[config.mk]
export PLATFORM = sky130hd
export DESIGN_NAME = bbf_host_ctrl
export DESIGN_NICKNAME = d
export VERILOG_FILES = /design/src/pkg/bbf_pkg.sv /design/src/rtl/bbf_cycle.sv /design/src/rtl/bbf_host_ctrl.sv /design/src/rtl/bbf_sync.sv
export SDC_FILE = /design/constraint.sdc
export NUM_CORES = 1
export LEC_CHECK = 0
export BUFFER_PORTS_ARGS = -buffer_cell sky130_fd_sc_hd__buf_2
export CORE_AREA = 2 2 218 220
export CTS_CLUSTER_DIAMETER = 200
export CTS_CLUSTER_SIZE = 28
export DETAILED_ROUTE_END_ITERATION = 8
export DIE_AREA = 0 0 220 222
export PLACE_DENSITY = 0.53
export SETUP_SLACK_MARGIN = 0.1
export SYNTH_ARGS = -nofsm -noshare
export SYNTH_HDL_FRONTEND = slang
export SYNTH_SLANG_ARGS = --single-unit
[constraint.sdc]
create_clock -name sys_clk -period 4.1 [get_ports sys_clk]
set_input_delay 0.205 -clock sys_clk [delete_from_list [all_inputs] [get_ports sys_clk]]
set_output_delay 0.205 -clock sys_clk [all_outputs]
set_load 0.01 [all_outputs]
[src/pkg/bbf_pkg.sv]
package bbf_pkg;
    // ==========================================================
    // Register map
    localparam logic [7:0] REG_CTRL = 8'h00;
    localparam logic [7:0] REG_ADDR = 8'h04;
    localparam logic [7:0] REG_WDATA = 8'h08;
    localparam logic [7:0] REG_RDATA = 8'h0c;
    localparam logic [7:0] REG_STAT = 8'h10;
    localparam int CTRL_OP_LSB = 0;
    localparam int CTRL_LANE_LSB = 4;
    localparam int STAT_BUSY = 0;
    localparam int STAT_DONE = 1;
    localparam int STAT_REFUSED = 2;
    localparam int STAT_BYPASS = 3;
    localparam int STAT_SUSP = 4;
    localparam int ADDR_W = 21;
    localparam logic [3:0] LANES_RST = 4'hf;

    // ==========================================================
    // Device command words, replicated on every selected lane
    localparam logic [20:0] CMD_ADDR1 = 21'h000555;
    localparam logic [20:0] CMD_ADDR2 = 21'h0002aa;
    localparam logic [7:0] CMD_UNLOCK1 = 8'haa;
    localparam logic [7:0] CMD_UNLOCK2 = 8'h55;
    localparam logic [7:0] CMD_PROG = 8'ha0;
    localparam logic [7:0] CMD_ERASE = 8'h80;
    localparam logic [7:0] CMD_SECTOR = 8'h30;
    localparam logic [7:0] CMD_CHIP = 8'h10;
    localparam logic [7:0] CMD_SUSPEND = 8'hb0;
    localparam logic [7:0] CMD_RESUME = 8'h30;
    localparam logic [7:0] CMD_BYP_ENTER = 8'h20;
    localparam logic [7:0] CMD_BYP_EXIT1 = 8'h90;
    localparam logic [7:0] CMD_BYP_EXIT2 = 8'h00;

    // ==========================================================
    // Timing, least times rounded up to whole 5 ns cycles
    localparam int CLK_PERIOD_NS = 5;
    localparam int T_SETUP_NS = 10;
    localparam int T_WP_NS = 35;
    localparam int T_ACC_NS = 120;
    localparam int T_HOLD_NS = 20;
    localparam int T_RP_NS = 500;
    localparam int T_RH_NS = 50;
    localparam int SYNC_LAG = 2;
    localparam int SETUP_CYC = (T_SETUP_NS + CLK_PERIOD_NS - 1) / CLK_PERIOD_NS;
    localparam int WP_CYC = (T_WP_NS + CLK_PERIOD_NS - 1) / CLK_PERIOD_NS;
    localparam int ACC_CYC = (T_ACC_NS + CLK_PERIOD_NS - 1) / CLK_PERIOD_NS;
    localparam int HOLD_CYC = (T_HOLD_NS + CLK_PERIOD_NS - 1) / CLK_PERIOD_NS;
    localparam int RP_CYC = (T_RP_NS + CLK_PERIOD_NS - 1) / CLK_PERIOD_NS;
    localparam int RH_CYC = (T_RH_NS + CLK_PERIOD_NS - 1) / CLK_PERIOD_NS;

    // ==========================================================
    // Types
    typedef enum logic [3:0] {
        OP_READ = 4'h0,
        OP_WRITE = 4'h1,
        OP_PROG = 4'h2,
        OP_ERASE_SEC = 4'h3,
        OP_ERASE_ALL = 4'h4,
        OP_SUSPEND = 4'h5,
        OP_RESUME = 4'h6,
        OP_BYP_ENTER = 4'h7,
        OP_BYP_EXIT = 4'h8,
        OP_HW_RESET = 4'h9
    } bbf_op_t;

    typedef struct packed {
        logic [3:0] cs_n;
        logic [3:0] we_n;
        logic oe_n;
    } bbf_ctl_t;

    typedef struct packed {
        logic wr;
        logic [20:0] addr;
        logic [31:0] data;
        logic [3:0] lanes;
    } bbf_req_t;

    localparam bbf_ctl_t CTL_IDLE = '{cs_n: 4'hf, we_n: 4'hf, oe_n: 1'b1};
endpackage : bbf_pkg

[src/rtl/bbf_cycle.sv]
`timescale 1ns/10ps
`default_nettype none
module bbf_cycle
    import bbf_pkg::*;
(
    // Clock and reset
    input wire logic sys_clk,
    input wire logic nrst,
    // Request
    input wire logic start,
    input wire bbf_req_t req,
    output logic done,
    output logic [31:0] rdata,
    // Device pins
    input wire logic [31:0] dq_in,
    output bbf_ctl_t ctl,
    output logic [20:0] addr,
    output logic [31:0] dq_out,
    output logic [3:0] dq_oe
);
    typedef enum logic [1:0] {
        C_IDLE = 2'b00,
        C_SETUP = 2'b01,
        C_STRB = 2'b11,
        C_HOLD = 2'b10
    } bbf_cst_t;

    bbf_cst_t st_q;
    logic [7:0] cnt_q;
    logic wr_q;
    logic [3:0] lanes_q;
    logic last;

    assign last = (cnt_q == 8'h00);

    // ==========================================================
    // Phase sequencing
    always_ff @(posedge sys_clk) begin
        if (!nrst) begin
            st_q <= C_IDLE;
            cnt_q <= 8'h00;
            wr_q <= 1'b0;
            lanes_q <= 4'h0;
        end else begin
            unique case (st_q)
                C_IDLE: if (start) begin
                    st_q <= C_SETUP;
                    cnt_q <= 8'(SETUP_CYC - 1);
                    wr_q <= req.wr;
                    lanes_q <= req.lanes;
                end
                C_SETUP: if (last) begin
                    st_q <= C_STRB;
                    // Reads wait out the input synchroniser too
                    cnt_q <= wr_q ? 8'(WP_CYC - 1) : 8'(ACC_CYC + SYNC_LAG - 1);
                end else begin
                    cnt_q <= cnt_q - 8'h01;
                end
                C_STRB: if (last) begin
                    st_q <= C_HOLD;
                    cnt_q <= 8'(HOLD_CYC - 1);
                end else begin
                    cnt_q <= cnt_q - 8'h01;
                end
                C_HOLD: if (last) begin
                    st_q <= C_IDLE;
                end else begin
                    cnt_q <= cnt_q - 8'h01;
                end
            endcase
        end
    end

    // ==========================================================
    // Pin drive
    always_ff @(posedge sys_clk) begin
        if (!nrst) begin
            ctl <= CTL_IDLE;
            addr <= '0;
            dq_out <= '0;
            dq_oe <= 4'h0;
        end else if (st_q == C_IDLE && start) begin
            ctl.cs_n <= ~req.lanes;
            addr <= req.addr;
            dq_out <= req.data;
            dq_oe <= req.wr ? req.lanes : 4'h0;
        end else if (st_q == C_SETUP && last) begin
            if (wr_q) begin
                ctl.we_n <= ~lanes_q;
                ctl.oe_n <= 1'b1;
            end else begin
                ctl.we_n <= 4'hf;
                ctl.oe_n <= 1'b0;
            end
        end else if (st_q == C_STRB && last) begin
            ctl.we_n <= 4'hf;
            ctl.oe_n <= 1'b1;
        end else if (st_q == C_HOLD && last) begin
            ctl.cs_n <= 4'hf;
            dq_oe <= 4'h0;
        end
    end

    // ==========================================================
    // Completion and read capture
    always_ff @(posedge sys_clk) begin
        if (!nrst) begin
            done <= 1'b0;
            rdata <= '0;
        end else begin
            done <= (st_q == C_HOLD) && last;
            if (st_q == C_STRB && last && !wr_q) begin
                rdata <= dq_in;
            end
        end
    end
endmodule : bbf_cycle
`default_nettype wire

[src/rtl/bbf_host_ctrl.sv]
// Our own choices: register access over APB and the address map.
`timescale 1ns/10ps
`default_nettype none
module bbf_host_ctrl
    import bbf_pkg::*;
(
    // Clock and reset
    input wire logic sys_clk,
    input wire logic nrst,
    // APB slave
    input wire logic [7:0] paddr,
    input wire logic psel,
    input wire logic penable,
    input wire logic pwrite,
    input wire logic [31:0] pwdata,
    output logic [31:0] prdata,
    output logic pready,
    output logic pslverr,
    // Flash device pins
    output bbf_ctl_t fl_ctl,
    output logic [20:0] fl_addr,
    input wire logic [31:0] fl_dq_in,
    output logic [31:0] fl_dq_out,
    output logic [3:0] fl_dq_oe,
    output logic fl_reset_n
);
    typedef enum logic [2:0] {
        S_IDLE = 3'b000,
        S_CMD = 3'b001,
        S_POLL = 3'b011,
        S_RST = 3'b010,
        S_REC = 3'b110
    } bbf_state_t;

    // ==========================================================
    // Command sequence tables
    function automatic logic [2:0] seq_len(bbf_op_t op, logic byp);
        unique case (op)
            OP_PROG: seq_len = byp ? 3'd2 : 3'd4;
            OP_ERASE_SEC, OP_ERASE_ALL: seq_len = 3'd6;
            OP_BYP_ENTER: seq_len = 3'd3;
            OP_BYP_EXIT: seq_len = 3'd2;
            default: seq_len = 3'd1;
        endcase
    endfunction : seq_len

    function automatic bbf_req_t cmd_step(bbf_op_t op, logic [2:0] st, logic byp,
                                          logic [20:0] a, logic [31:0] d,
                                          logic [3:0] ln);
        bbf_req_t r;
        logic [7:0] cb;
        logic raw;
        r.wr = 1'b1;
        r.lanes = ln;
        r.addr = st[0] ? CMD_ADDR2 : CMD_ADDR1;
        cb = st[0] ? CMD_UNLOCK2 : CMD_UNLOCK1;
        raw = 1'b0;
        unique case (op)
            OP_READ: begin
                r.wr = 1'b0;
                r.addr = a;
                raw = 1'b1;
            end
            OP_WRITE: begin
                r.addr = a;
                raw = 1'b1;
            end
            OP_PROG: begin
                if (st == (byp ? 3'd0 : 3'd2)) begin
                    r.addr = CMD_ADDR1;
                    cb = CMD_PROG;
                end else if (st == (byp ? 3'd1 : 3'd3)) begin
                    r.addr = a;
                    raw = 1'b1;
                end
            end
            OP_ERASE_SEC, OP_ERASE_ALL: begin
                if (st == 3'd2) begin
                    cb = CMD_ERASE;
                end else if (st == 3'd3 || st == 3'd4) begin
                    // Second unlock pair starts again on the first address
                    r.addr = st[0] ? CMD_ADDR1 : CMD_ADDR2;
                    cb = st[0] ? CMD_UNLOCK1 : CMD_UNLOCK2;
                end else if (st == 3'd5) begin
                    r.addr = (op == OP_ERASE_SEC) ? a : CMD_ADDR1;
                    cb = (op == OP_ERASE_SEC) ? CMD_SECTOR : CMD_CHIP;
                end
            end
            OP_SUSPEND: begin
                r.addr = a;
                cb = CMD_SUSPEND;
            end
            OP_RESUME: begin
                r.addr = a;
                cb = CMD_RESUME;
            end
            OP_BYP_ENTER: begin
                if (st == 3'd2) begin
                    cb = CMD_BYP_ENTER;
                end
            end
            OP_BYP_EXIT: begin
                r.addr = a;
                cb = st[0] ? CMD_BYP_EXIT2 : CMD_BYP_EXIT1;
            end
            default: begin
                r.addr = a;
            end
        endcase
        r.data = raw ? d : {4{cb}};
        return r;
    endfunction : cmd_step

    function automatic logic [3:0] toggle_bits(logic [31:0] d, logic [3:0] ln);
        return {d[30], d[22], d[14], d[6]} & ln;
    endfunction : toggle_bits

    // ==========================================================
    // Declarations
    bbf_state_t state_q;
    bbf_op_t op_q;
    bbf_op_t op_new;
    logic [20:0] addr_q;
    logic [31:0] wdata_q;
    logic [31:0] rdata_q;
    logic [3:0] lanes_q;
    logic [2:0] step_q;
    logic [7:0] rst_cnt_q;
    logic done_q;
    logic refused_q;
    logic byp_q;
    logic susp_q;
    logic pend_susp_q;
    logic have_prev_q;
    logic [3:0] prev_q;
    logic start_q;
    bbf_req_t req_q;
    logic cyc_done;
    logic [31:0] cyc_rdata;
    logic [31:0] dq_sync;
    logic wr_take;
    logic go;
    logic idle;
    logic erase_run;
    logic susp_ok;
    logic accept;
    logic refuse;
    logic finish;
    logic last_step;
    logic poll_match;

    assign op_new = bbf_op_t'(pwdata[CTRL_OP_LSB +: 4]);
    assign idle = (state_q == S_IDLE);
    assign wr_take = psel && penable && pwrite && pready;
    assign go = wr_take && (paddr == REG_CTRL);
    assign erase_run = (op_q == OP_ERASE_SEC) || (op_q == OP_ERASE_ALL) || (op_q == OP_RESUME);
    assign susp_ok = (state_q == S_POLL) && erase_run && !pend_susp_q;
    // Only suspend gets through, and only while an erase or a resume is being polled
    assign accept = go && (idle || (op_new == OP_SUSPEND && susp_ok));
    assign refuse = wr_take && !idle && !accept && (paddr != REG_STAT);
    assign last_step = (step_q + 3'd1 == seq_len(op_q, byp_q));
    assign poll_match = have_prev_q && (toggle_bits(cyc_rdata, lanes_q) == prev_q);
    assign finish = (state_q == S_CMD && cyc_done && last_step
                     && !(op_q inside {OP_PROG, OP_ERASE_SEC, OP_ERASE_ALL, OP_RESUME}))
                    || (state_q == S_POLL && cyc_done && !pend_susp_q && poll_match)
                    || (state_q == S_REC && rst_cnt_q == 8'h00);

    // ==========================================================
    // Instances
    bbf_sync #(.W(32)) u_dq_sync (
        .sys_clk(sys_clk),
        .nrst(nrst),
        .async_in(fl_dq_in),
        .sync_out(dq_sync)
    );

    bbf_cycle u_cycle (
        .sys_clk(sys_clk),
        .nrst(nrst),
        .start(start_q),
        .req(req_q),
        .done(cyc_done),
        .rdata(cyc_rdata),
        .dq_in(dq_sync),
        .ctl(fl_ctl),
        .addr(fl_addr),
        .dq_out(fl_dq_out),
        .dq_oe(fl_dq_oe)
    );

    // ==========================================================
    // APB slave: zero wait, read data latched in the setup cycle
    always_ff @(posedge sys_clk) begin
        if (!nrst) begin
            pready <= 1'b0;
            pslverr <= 1'b0;
            prdata <= '0;
        end else begin
            pready <= 1'b1;
            if (psel && !penable) begin
                pslverr <= !(paddr inside {REG_CTRL, REG_ADDR, REG_WDATA, REG_RDATA, REG_STAT});
                unique case (paddr)
                    REG_CTRL: prdata <= {24'h0, lanes_q, op_q};
                    REG_ADDR: prdata <= {11'h0, addr_q};
                    REG_WDATA: prdata <= wdata_q;
                    REG_RDATA: prdata <= rdata_q;
                    REG_STAT: prdata <= {27'h0, susp_q, byp_q, refused_q, done_q, !idle};
                    default: prdata <= '0;
                endcase
            end
        end
    end

    // ==========================================================
    // Software registers, writable only while idle
    always_ff @(posedge sys_clk) begin
        if (!nrst) begin
            addr_q <= '0;
            wdata_q <= '0;
            lanes_q <= LANES_RST;
        end else if (wr_take && idle) begin
            if (paddr == REG_ADDR) begin
                addr_q <= pwdata[ADDR_W-1:0];
            end
            if (paddr == REG_WDATA) begin
                wdata_q <= pwdata;
            end
            if (paddr == REG_CTRL && op_new != OP_SUSPEND) begin
                lanes_q <= pwdata[CTRL_LANE_LSB +: 4];
            end
        end
    end

    // ==========================================================
    // Sticky flags; a new event beats a same-cycle clear
    always_ff @(posedge sys_clk) begin
        if (!nrst) begin
            done_q <= 1'b0;
            refused_q <= 1'b0;
        end else begin
            if (finish) begin
                done_q <= 1'b1;
            end else if (wr_take && paddr == REG_STAT && pwdata[STAT_DONE]) begin
                done_q <= 1'b0;
            end
            if (refuse) begin
                refused_q <= 1'b1;
            end else if (wr_take && paddr == REG_STAT && pwdata[STAT_REFUSED]) begin
                refused_q <= 1'b0;
            end
        end
    end

    // ==========================================================
    // Device mode tracking
    always_ff @(posedge sys_clk) begin
        if (!nrst) begin
            byp_q <= 1'b0;
            susp_q <= 1'b0;
        end else if (state_q == S_RST) begin
            // Device falls back to array read after its reset
            byp_q <= 1'b0;
            susp_q <= 1'b0;
        end else if (finish) begin
            if (op_q == OP_BYP_ENTER) begin
                byp_q <= 1'b1;
            end
            if (op_q == OP_BYP_EXIT) begin
                byp_q <= 1'b0;
            end
            if (op_q == OP_SUSPEND) begin
                susp_q <= 1'b1;
            end
            if (erase_run) begin
                susp_q <= 1'b0;
            end
        end
    end

    // ==========================================================
    // Operation sequencer
    always_ff @(posedge sys_clk) begin
        if (!nrst) begin
            state_q <= S_IDLE;
            op_q <= OP_READ;
            step_q <= 3'd0;
            start_q <= 1'b0;
            req_q <= '0;
            rdata_q <= '0;
            rst_cnt_q <= 8'h00;
            fl_reset_n <= 1'b1;
            pend_susp_q <= 1'b0;
            have_prev_q <= 1'b0;
            prev_q <= 4'h0;
        end else begin
            start_q <= 1'b0;
            unique case (state_q)
                S_IDLE: if (accept) begin
                    op_q <= op_new;
                    step_q <= 3'd0;
                    if (op_new == OP_HW_RESET) begin
                        state_q <= S_RST;
                        rst_cnt_q <= 8'(RP_CYC - 1);
                        fl_reset_n <= 1'b0;
                    end else begin
                        state_q <= S_CMD;
                        start_q <= 1'b1;
                        req_q <= cmd_step(op_new, 3'd0, byp_q, addr_q, wdata_q,
                                          pwdata[CTRL_LANE_LSB +: 4]);
                    end
                end
                S_CMD: if (cyc_done) begin
                    if (!last_step) begin
                        step_q <= step_q + 3'd1;
                        start_q <= 1'b1;
                        req_q <= cmd_step(op_q, step_q + 3'd1, byp_q, addr_q, wdata_q,
                                          lanes_q);
                    end else if (op_q inside {OP_PROG, OP_ERASE_SEC, OP_ERASE_ALL,
                                              OP_RESUME}) begin
                        state_q <= S_POLL;
                        have_prev_q <= 1'b0;
                        start_q <= 1'b1;
                        req_q <= cmd_step(OP_READ, 3'd0, byp_q, addr_q, wdata_q, lanes_q);
                    end else begin
                        state_q <= S_IDLE;
                        if (op_q == OP_READ) begin
                            rdata_q <= cyc_rdata;
                        end
                    end
                end
                S_POLL: begin
                    if (accept) begin
                        pend_susp_q <= 1'b1;
                    end
                    if (cyc_done) begin
                        if (pend_susp_q) begin
                            // Suspend goes out once the poll read is off the bus
                            pend_susp_q <= 1'b0;
                            op_q <= OP_SUSPEND;
                            step_q <= 3'd0;
                            state_q <= S_CMD;
                            start_q <= 1'b1;
                            req_q <= cmd_step(OP_SUSPEND, 3'd0, byp_q, addr_q, wdata_q,
                                              lanes_q);
                        end else if (poll_match) begin
                            // Toggle bit stopped: device back in array read
                            state_q <= S_IDLE;
                            // Suspend that lost the race to completion is dropped
                            pend_susp_q <= 1'b0;
                        end else begin
                            prev_q <= toggle_bits(cyc_rdata, lanes_q);
                            have_prev_q <= 1'b1;
                            start_q <= 1'b1;
                            req_q <= cmd_step(OP_READ, 3'd0, byp_q, addr_q, wdata_q,
                                              lanes_q);
                        end
                    end
                end
                S_RST: if (rst_cnt_q == 8'h00) begin
                    state_q <= S_REC;
                    rst_cnt_q <= 8'(RH_CYC - 1);
                    fl_reset_n <= 1'b1;
                end else begin
                    rst_cnt_q <= rst_cnt_q - 8'h01;
                end
                S_REC: if (rst_cnt_q == 8'h00) begin
                    state_q <= S_IDLE;
                end else begin
                    rst_cnt_q <= rst_cnt_q - 8'h01;
                end
                default: state_q <= S_IDLE;
            endcase
        end
    end
endmodule : bbf_host_ctrl
`default_nettype wire

[src/rtl/bbf_sync.sv]
`timescale 1ns/10ps
`default_nettype none
module bbf_sync #(
    parameter int W = 32
) (
    // Clock and reset
    input wire logic sys_clk,
    input wire logic nrst,
    // Data
    input wire logic [W-1:0] async_in,
    output logic [W-1:0] sync_out
);
    logic [W-1:0] meta_q;

    always_ff @(posedge sys_clk) begin
        if (!nrst) begin
            meta_q <= '0;
            sync_out <= '0;
        end else begin
            meta_q <= async_in;
            sync_out <= meta_q;
        end
    end
endmodule : bbf_sync
`default_nettype wire

==> results of run 1 <==
-- how the worst max path moves through the flow --
stage / end / slack, ns / cells after the start
floorplan: req_q[18] / 1.53 / 10
global placement: req_q[9] / 0.74 / 10
detailed placement: req_q[33] / 0.87 / 10
CTS: req_q[33] / 0.84 / 10
global route: req_q[33] / 0.51 / 10
finish: req_q[29] / 0.73 / 10
-- sequential cells by signal, indices dropped and copies added (netlist names), 9 cells and up --
name / cells
addr_q: 21
prdata: 32
rdata_q: 32
req_q: 58
u_cycle.addr: 21
u_cycle.ctl: 9
u_cycle.dq_out: 32
u_cycle.rdata: 32
u_dq_sync.meta_q: 32
u_dq_sync.sync_out: 32
wdata_q: 32
-- synthesized netlist by cell type, types with 4 or more instances --
library cell and count:
a211oi_1 7, a21oi_1 280, a221oi_1 8, a22o_1 16
a22oi_1 34, a311oi_1 6, a31oi_1 18, a32o_1 4
a32oi_1 8, and2_1 72, and3_1 13, buf_1 5
buf_2 14, buf_6 5, clkbuf_1 119, dfxtp_1 389
ha_1 8, inv_1 19, mux2_2 13, mux2i_1 5
mux4_2 8, nand2_1 465, nand2b_1 20, nand3_1 32
nand3b_1 4, nand4_1 5, nor2_1 141, nor2b_1 15
nor3_1 17, o211ai_1 6, o21a_1 6, o21ai_0 106
o21bai_1 4, o221a_2 13, o221ai_1 5, o22ai_1 17
or3_1 6, xnor2_1 5, xor2_1 6
-- worst max-delay path, stage by stage, from the launching register on --
cell and delay [ns]:
dfxtp_1 0.35, clkinv_1 0.26, ha_1 0.62, xor2_1 0.31, nand4_1 0.14, a21oi_1 0.46, inv_1 0.11, o211ai_1 0.33
nand2_1 0.14, a221oi_1 0.33, o221a_2 0.25
-- cell families (layout without fill, tap and decap cells) --
kind of cell,count (synthesis),in the layout,share of synthesized area (%)
and+or+nand+nor,819,819,22.5
AOI/OAI and AO/OA,568,568,21.3
DFF,389,389,48.2
buffers and inverters,168,326,4.32
muxes,26,26,2.33
xor gates and xnor gates,12,12,0.766
adders and majority gates,8,8,0.619
other,0,4,0
-- layout make-up --
class	instances	share of cell area, %
multi-input combinational	1433	41.3
timing repair buffer	286	10.1
sequential	389	41.7
clock inverter	2	0.0737
inverter	21	0.449
antenna	4	0.0536
clock buffer	17	2.28
tap	607	4.07
-- where the power goes --
| group | internal [mW] | switching, mW | total (mW) |
|---|---|---|---|
| combinational | 0.106 | 0.152 | 0.258 |
| sequential | 3.81 | 0.00781 | 3.82 |
| clock | 0.761 | 1.22 | 1.98 |
-- per-layer routing --
layer / wire length, um / track usage [%]
met1: 24800 / 29.7
met2: 23200 / 32.8
met3: 3270 / 3.99
met4: 1630 / 6.62
met5: 11 / 0
==> out/qor.txt, run 1 <==
Critical path fanouts, max -> 7
Initial core utilization -> 35.0%
Core ar. -> 0.0463 mm2
Max Fclk -> 297 MHz
I/O pin count -> 178
Worst slew pin tran -> 1.08 ns
EDFF count, synth -> 0
Iter 0 DRT Violations -> 1336
Die area -> 0.0488 mm2
Hold_buf cts -> 62
Chip Width -> 220 um
Antenna violations before repair -> 4
Ys Warns -> 0
FP Rows -> 79
Routed Wire Length -> 52900 um
Layout cell share with drive strength beyond 1 -> 14.4%
Mapped Nets -> 2075
Most common cell after layout, fill and taps aside -> nand2_1
Mapped Area -> 0.0162 mm2
Final cycle utilization of the critical path -> 82.2%
Port bufs -> 177
Layout Skew -> 0.0246 ns
# fillers -> 4760
Peak VDD IR -> 346 uV
Worst slack, placed -> 0.874 ns
RR Endpoint -> req_q[29]
Largest net degree at the start of global routing -> 113
CP endpoint kind -> flop
Via/cell ratio -> 5.30
Placed cell area -> 0.0176 mm2
Final std cells w/o fill -> 2759
Netlist cell types -> 85
Die height -> 222 um
Final nets -> 2233
TritonCTS Sinks -> 389
Area leader, netlist -> dfxtp_1
Per-cell routed wire length -> 19.2 um
Leak -> 6.79 nW
CTS H-tree depth -> 1
CP required -> 4.60 ns
Register-to-register setup slack -> 0.73 ns
Asr flop ratio synth -> 0%
Reg clk slew, reported paths -> 0.12 ns
Post-route cell area -> 0.0187 mm2
CTS tree -> done
Clk buf depth -> 3
Hold depth -> 3
DP Wirelength -> 38300 um
Most frequent cells in the layout -> nand2_1 (464), dfxtp_1 (389), a21oi_1 (280)
Critical Path Source -> step_q[0]
Post-synth top area share -> 48.2%
# Post-CTS Setup Buffers -> 0
CTS Buf Count -> 17
Reg area -> 0.00779 mm2
Top_reg_cell synth -> dfxtp_1
Pre-antenna DRT Iters -> 6
Final core utilization -> 40.4%
Gates resized, CTS repair -> 0
Hold path startpoint -> pwdata[2]
Worst Hold Endpoint -> addr_q[2]
Power Total -> 6.05 mW
R2r worst-path depth -> 10
Post-DRT Antenna Nets -> 0
Seq/Total Area, Yosys -> 48.2%
First-pass GRT wire length -> 81000 um
Reg2Reg Launch Point -> step_q[0]
Final Wtd Congestion -> 0.962
Final routed DRC violation total -> 0
Flop and latch count out of synthesis -> 389
Hold Path Class -> in2reg
RSZ-0062 raised after global routing -> false
Root buffer cell -> clkbuf_16
Status -> complete, no violations
Slew HR -> 28.2%
CP arrival -> 3.87 ns
Critical path type -> reg2reg
Vias in the first global route -> 13500
Final setup viols -> 0
Cells after Synth -> 1990
Fin. max-slew vios -> 0
Min Hold Slack -> 0.00621 ns
Avg Inst Size Synth -> 8.13 um2
Post-route worst setup slack -> 0.729 ns
Placed insts -> 2674
Layout area overhead -> 15.5%
CP Launch Type -> flop
PD cells -> 324 mW/mm2
Aggregate global routing overflow -> 0
Final critical-path required period -> 3.37 ns
Vias after detailed routing -> 14600
Multi-input gate area -> 0.00770 mm2
# Max-Cap Violations -> 0
Setup TNS -> 0 ns
Gr usage total -> 21.2%
Skew-Pair Late Insertion Delay -> 0.56 ns
Synth area leaders -> dfxtp_1 (48%), nand2_1 (11%), a21oi_1 (8.7%), o21ai_0 (3.3%), nor2_1 (3.3%)
Final Hold Viols -> 0
(Power assumes the default switching activity.)
==> inputs of run 2 (changes only) <==
==> constraint.sdc (replaced) <==
create_clock -name sys_clk -period 3.45 [get_ports sys_clk]
set_input_delay 0.1725 -clock sys_clk [delete_from_list [all_inputs] [get_ports sys_clk]]
set_output_delay 0.1725 -clock sys_clk [all_outputs]
set_load 0.01 [all_outputs]
==> run 2 against run 1 <==
  * Die area is the same
  * Routed wire length shrank 0.87%
  * Clock power grew 18%
  * Largest cell class unchanged
  * Register-to-register slack lost 0.38 ns
  * Clock skew grew 0.0022 ns
==> out/qor.txt, run 2 (same netlist as run 1, synthesis figures left out) <==
RR Endpoint -> req_q[23]
Status -> complete, no violations
Post-DRT Antenna Nets -> 0
Reg area -> 0.00779 mm2
Hold Path Class -> in2reg
Most frequent CP cell -> nand2_1
Final Hold Viols -> 0
Antenna violations before repair -> 2
Vias in the first global route -> 13800
Reg clk slew, reported paths -> 0.12 ns
Pre-antenna DRT Iters -> 5
Root buffer cell -> clkbuf_16
Fin. max-slew vios -> 0
Critical path fanouts, max -> 12
Aggregate global routing overflow -> 0
Layout Skew -> 0.0268 ns
Slew HR -> 42.0%
Die height -> 222 um
Largest register FFs -> 58
Skew-Pair Late Insertion Delay -> 0.55 ns
CP delay by family, top -> compound AO/OA/AOI/OAI gates
CP endpoint kind -> flop
Hold depth -> 3
Worst slew pin tran -> 0.860 ns
Final critical-path required period -> 3.10 ns
Most frequent cells in the layout -> nand2_1 (464), dfxtp_1 (389), a21oi_1 (280)
Largest net degree at the start of global routing -> 156
Most flop-heavy register -> req_q
Layout area overhead -> 16.3%
Final Wtd Congestion -> 0.913
Critical path type -> reg2reg
Most common cell after layout, fill and taps aside -> nand2_1
Peak VDD IR -> 351 uV
Via/cell ratio -> 5.25
CTS Buf Count -> 17
Max incr delay on CP -> 0.48 ns
Final routed DRC violation total -> 0
Port bufs -> 177
Min Hold Slack -> 0.0111 ns
CTS H-tree depth -> 1
Die area -> 0.0488 mm2
Vias after detailed routing -> 14500
First-pass GRT wire length -> 81100 um
CP Launch Type -> flop
Reg2Reg Launch Point -> step_q[1]
PD cells -> 382 mW/mm2
Leak -> 6.86 nW
Max Fclk -> 323 MHz
Chip Width -> 220 um
Initial core utilization -> 35.0%
Slowest-stage cell, CP -> xnor2_1
Iter 0 DRT Violations -> 1238
CP required -> 3.89 ns
# Max-Cap Violations -> 0
TritonCTS Sinks -> 389
RSZ-0062 raised after global routing -> false
Layout cell share with drive strength beyond 1 -> 14.8%
Hold path startpoint -> pwdata[1]
DP Wirelength -> 37700 um
Clk buf depth -> 3
# fillers -> 4761
Setup TNS -> 0 ns
Gates resized, CTS repair -> 0
I/O pin count -> 178
Core ar. -> 0.0463 mm2
Final cycle utilization of the critical path -> 89.8%
Per-cell routed wire length -> 18.9 um
# Post-CTS Setup Buffers -> 0
Worst Hold Endpoint -> wdata_q[1]
WP buf/inv -> 1
Register-to-register setup slack -> 0.35 ns
R2r worst-path depth -> 10
Final nets -> 2246
Multi-input gate area -> 0.00770 mm2
Gr usage total -> 21.1%
CTS tree -> done
Final setup viols -> 0
Critical-path cell list -> ha_1, buf_4, xnor2_1, nand2_1, a32oi_1, o211ai_1, a32o_1, nand2_1, a221oi_1, o221a_2
FP Rows -> 79
Routed Wire Length -> 52400 um
CP arrival -> 3.54 ns
run 2: how the worst max path moves through the flow:
stage	start	end	slack, ns	depth (start not counted)
3_3_place_gp	paddr[1]	req_q[24]	0.46	8
5_1_grt	step_q[1]	req_q[23]	0.13	10
3_5_place_dp	paddr[1]	req_q[32]	0.40	8
6_report	step_q[1]	req_q[23]	0.35	10
4_1_cts	step_q[1]	req_q[23]	0.41	10
2_1_floorplan	step_q[0]	req_q[18]	0.88	10
run 2: final cells by class:
type	count	area share, %
multi-input cells	1433	40.9
inverters	21	0.446
diodes	2	0.0266
flip-flops and latches	389	41.4
well taps	607	4.04
clock buffers	17	2.26
clock inverters	2	0.0732
repair buffers	299	10.8
run 2: repair_timing:
item / CTS / global route
setup endpoints to repair: 0 / 0
hold buffers: 64 / 0
hold endpoints to repair: 92 / 0
run 2: per-layer routing:
| layer | wire [um] | global-route usage (%) |
|---|---|---|
| met5 | 0 | 0 |
| met4 | 1230 | 5.17 |
| met3 | 2740 | 2.25 |
| met2 | 23500 | 33.2 |
| met1 | 25000 | 30.9 |
run 2: worst reg2reg max path: stages, from the launching register on:
cell and delay [ns]:
dfxtp_1 0.42, ha_1 0.24, buf_4 0.18, xnor2_1 0.48, nand2_1 0.34, a32oi_1 0.24
o211ai_1 0.12, a32o_1 0.29, nand2_1 0.29, a221oi_1 0.14, o221a_2 0.26
run 2: power breakdown:
group	switching (mW)	total, mW	internal (mW)
Sequential	0.00896	4.53	4.53
Combinational	0.187	0.319	0.131
Clock	1.43	2.34	0.905
Total	1.63	7.19	5.56
run 2: per-stage QoR:
stage	utilization (%)	cell area (um2)	setup slack [ns]	instances	power, mW
after floorplan	-	16200	0.883	1990	4.78
after global placement	38.3	17700	0.458	2685	4.90
after detailed placement	38.3	17700	0.402	2685	4.90
after CTS	40.7	18800	0.406	2768	7.26
after global routing	40.7	18800	0.132	2769	7.44
final	40.7	18800	0.351	2770	7.19
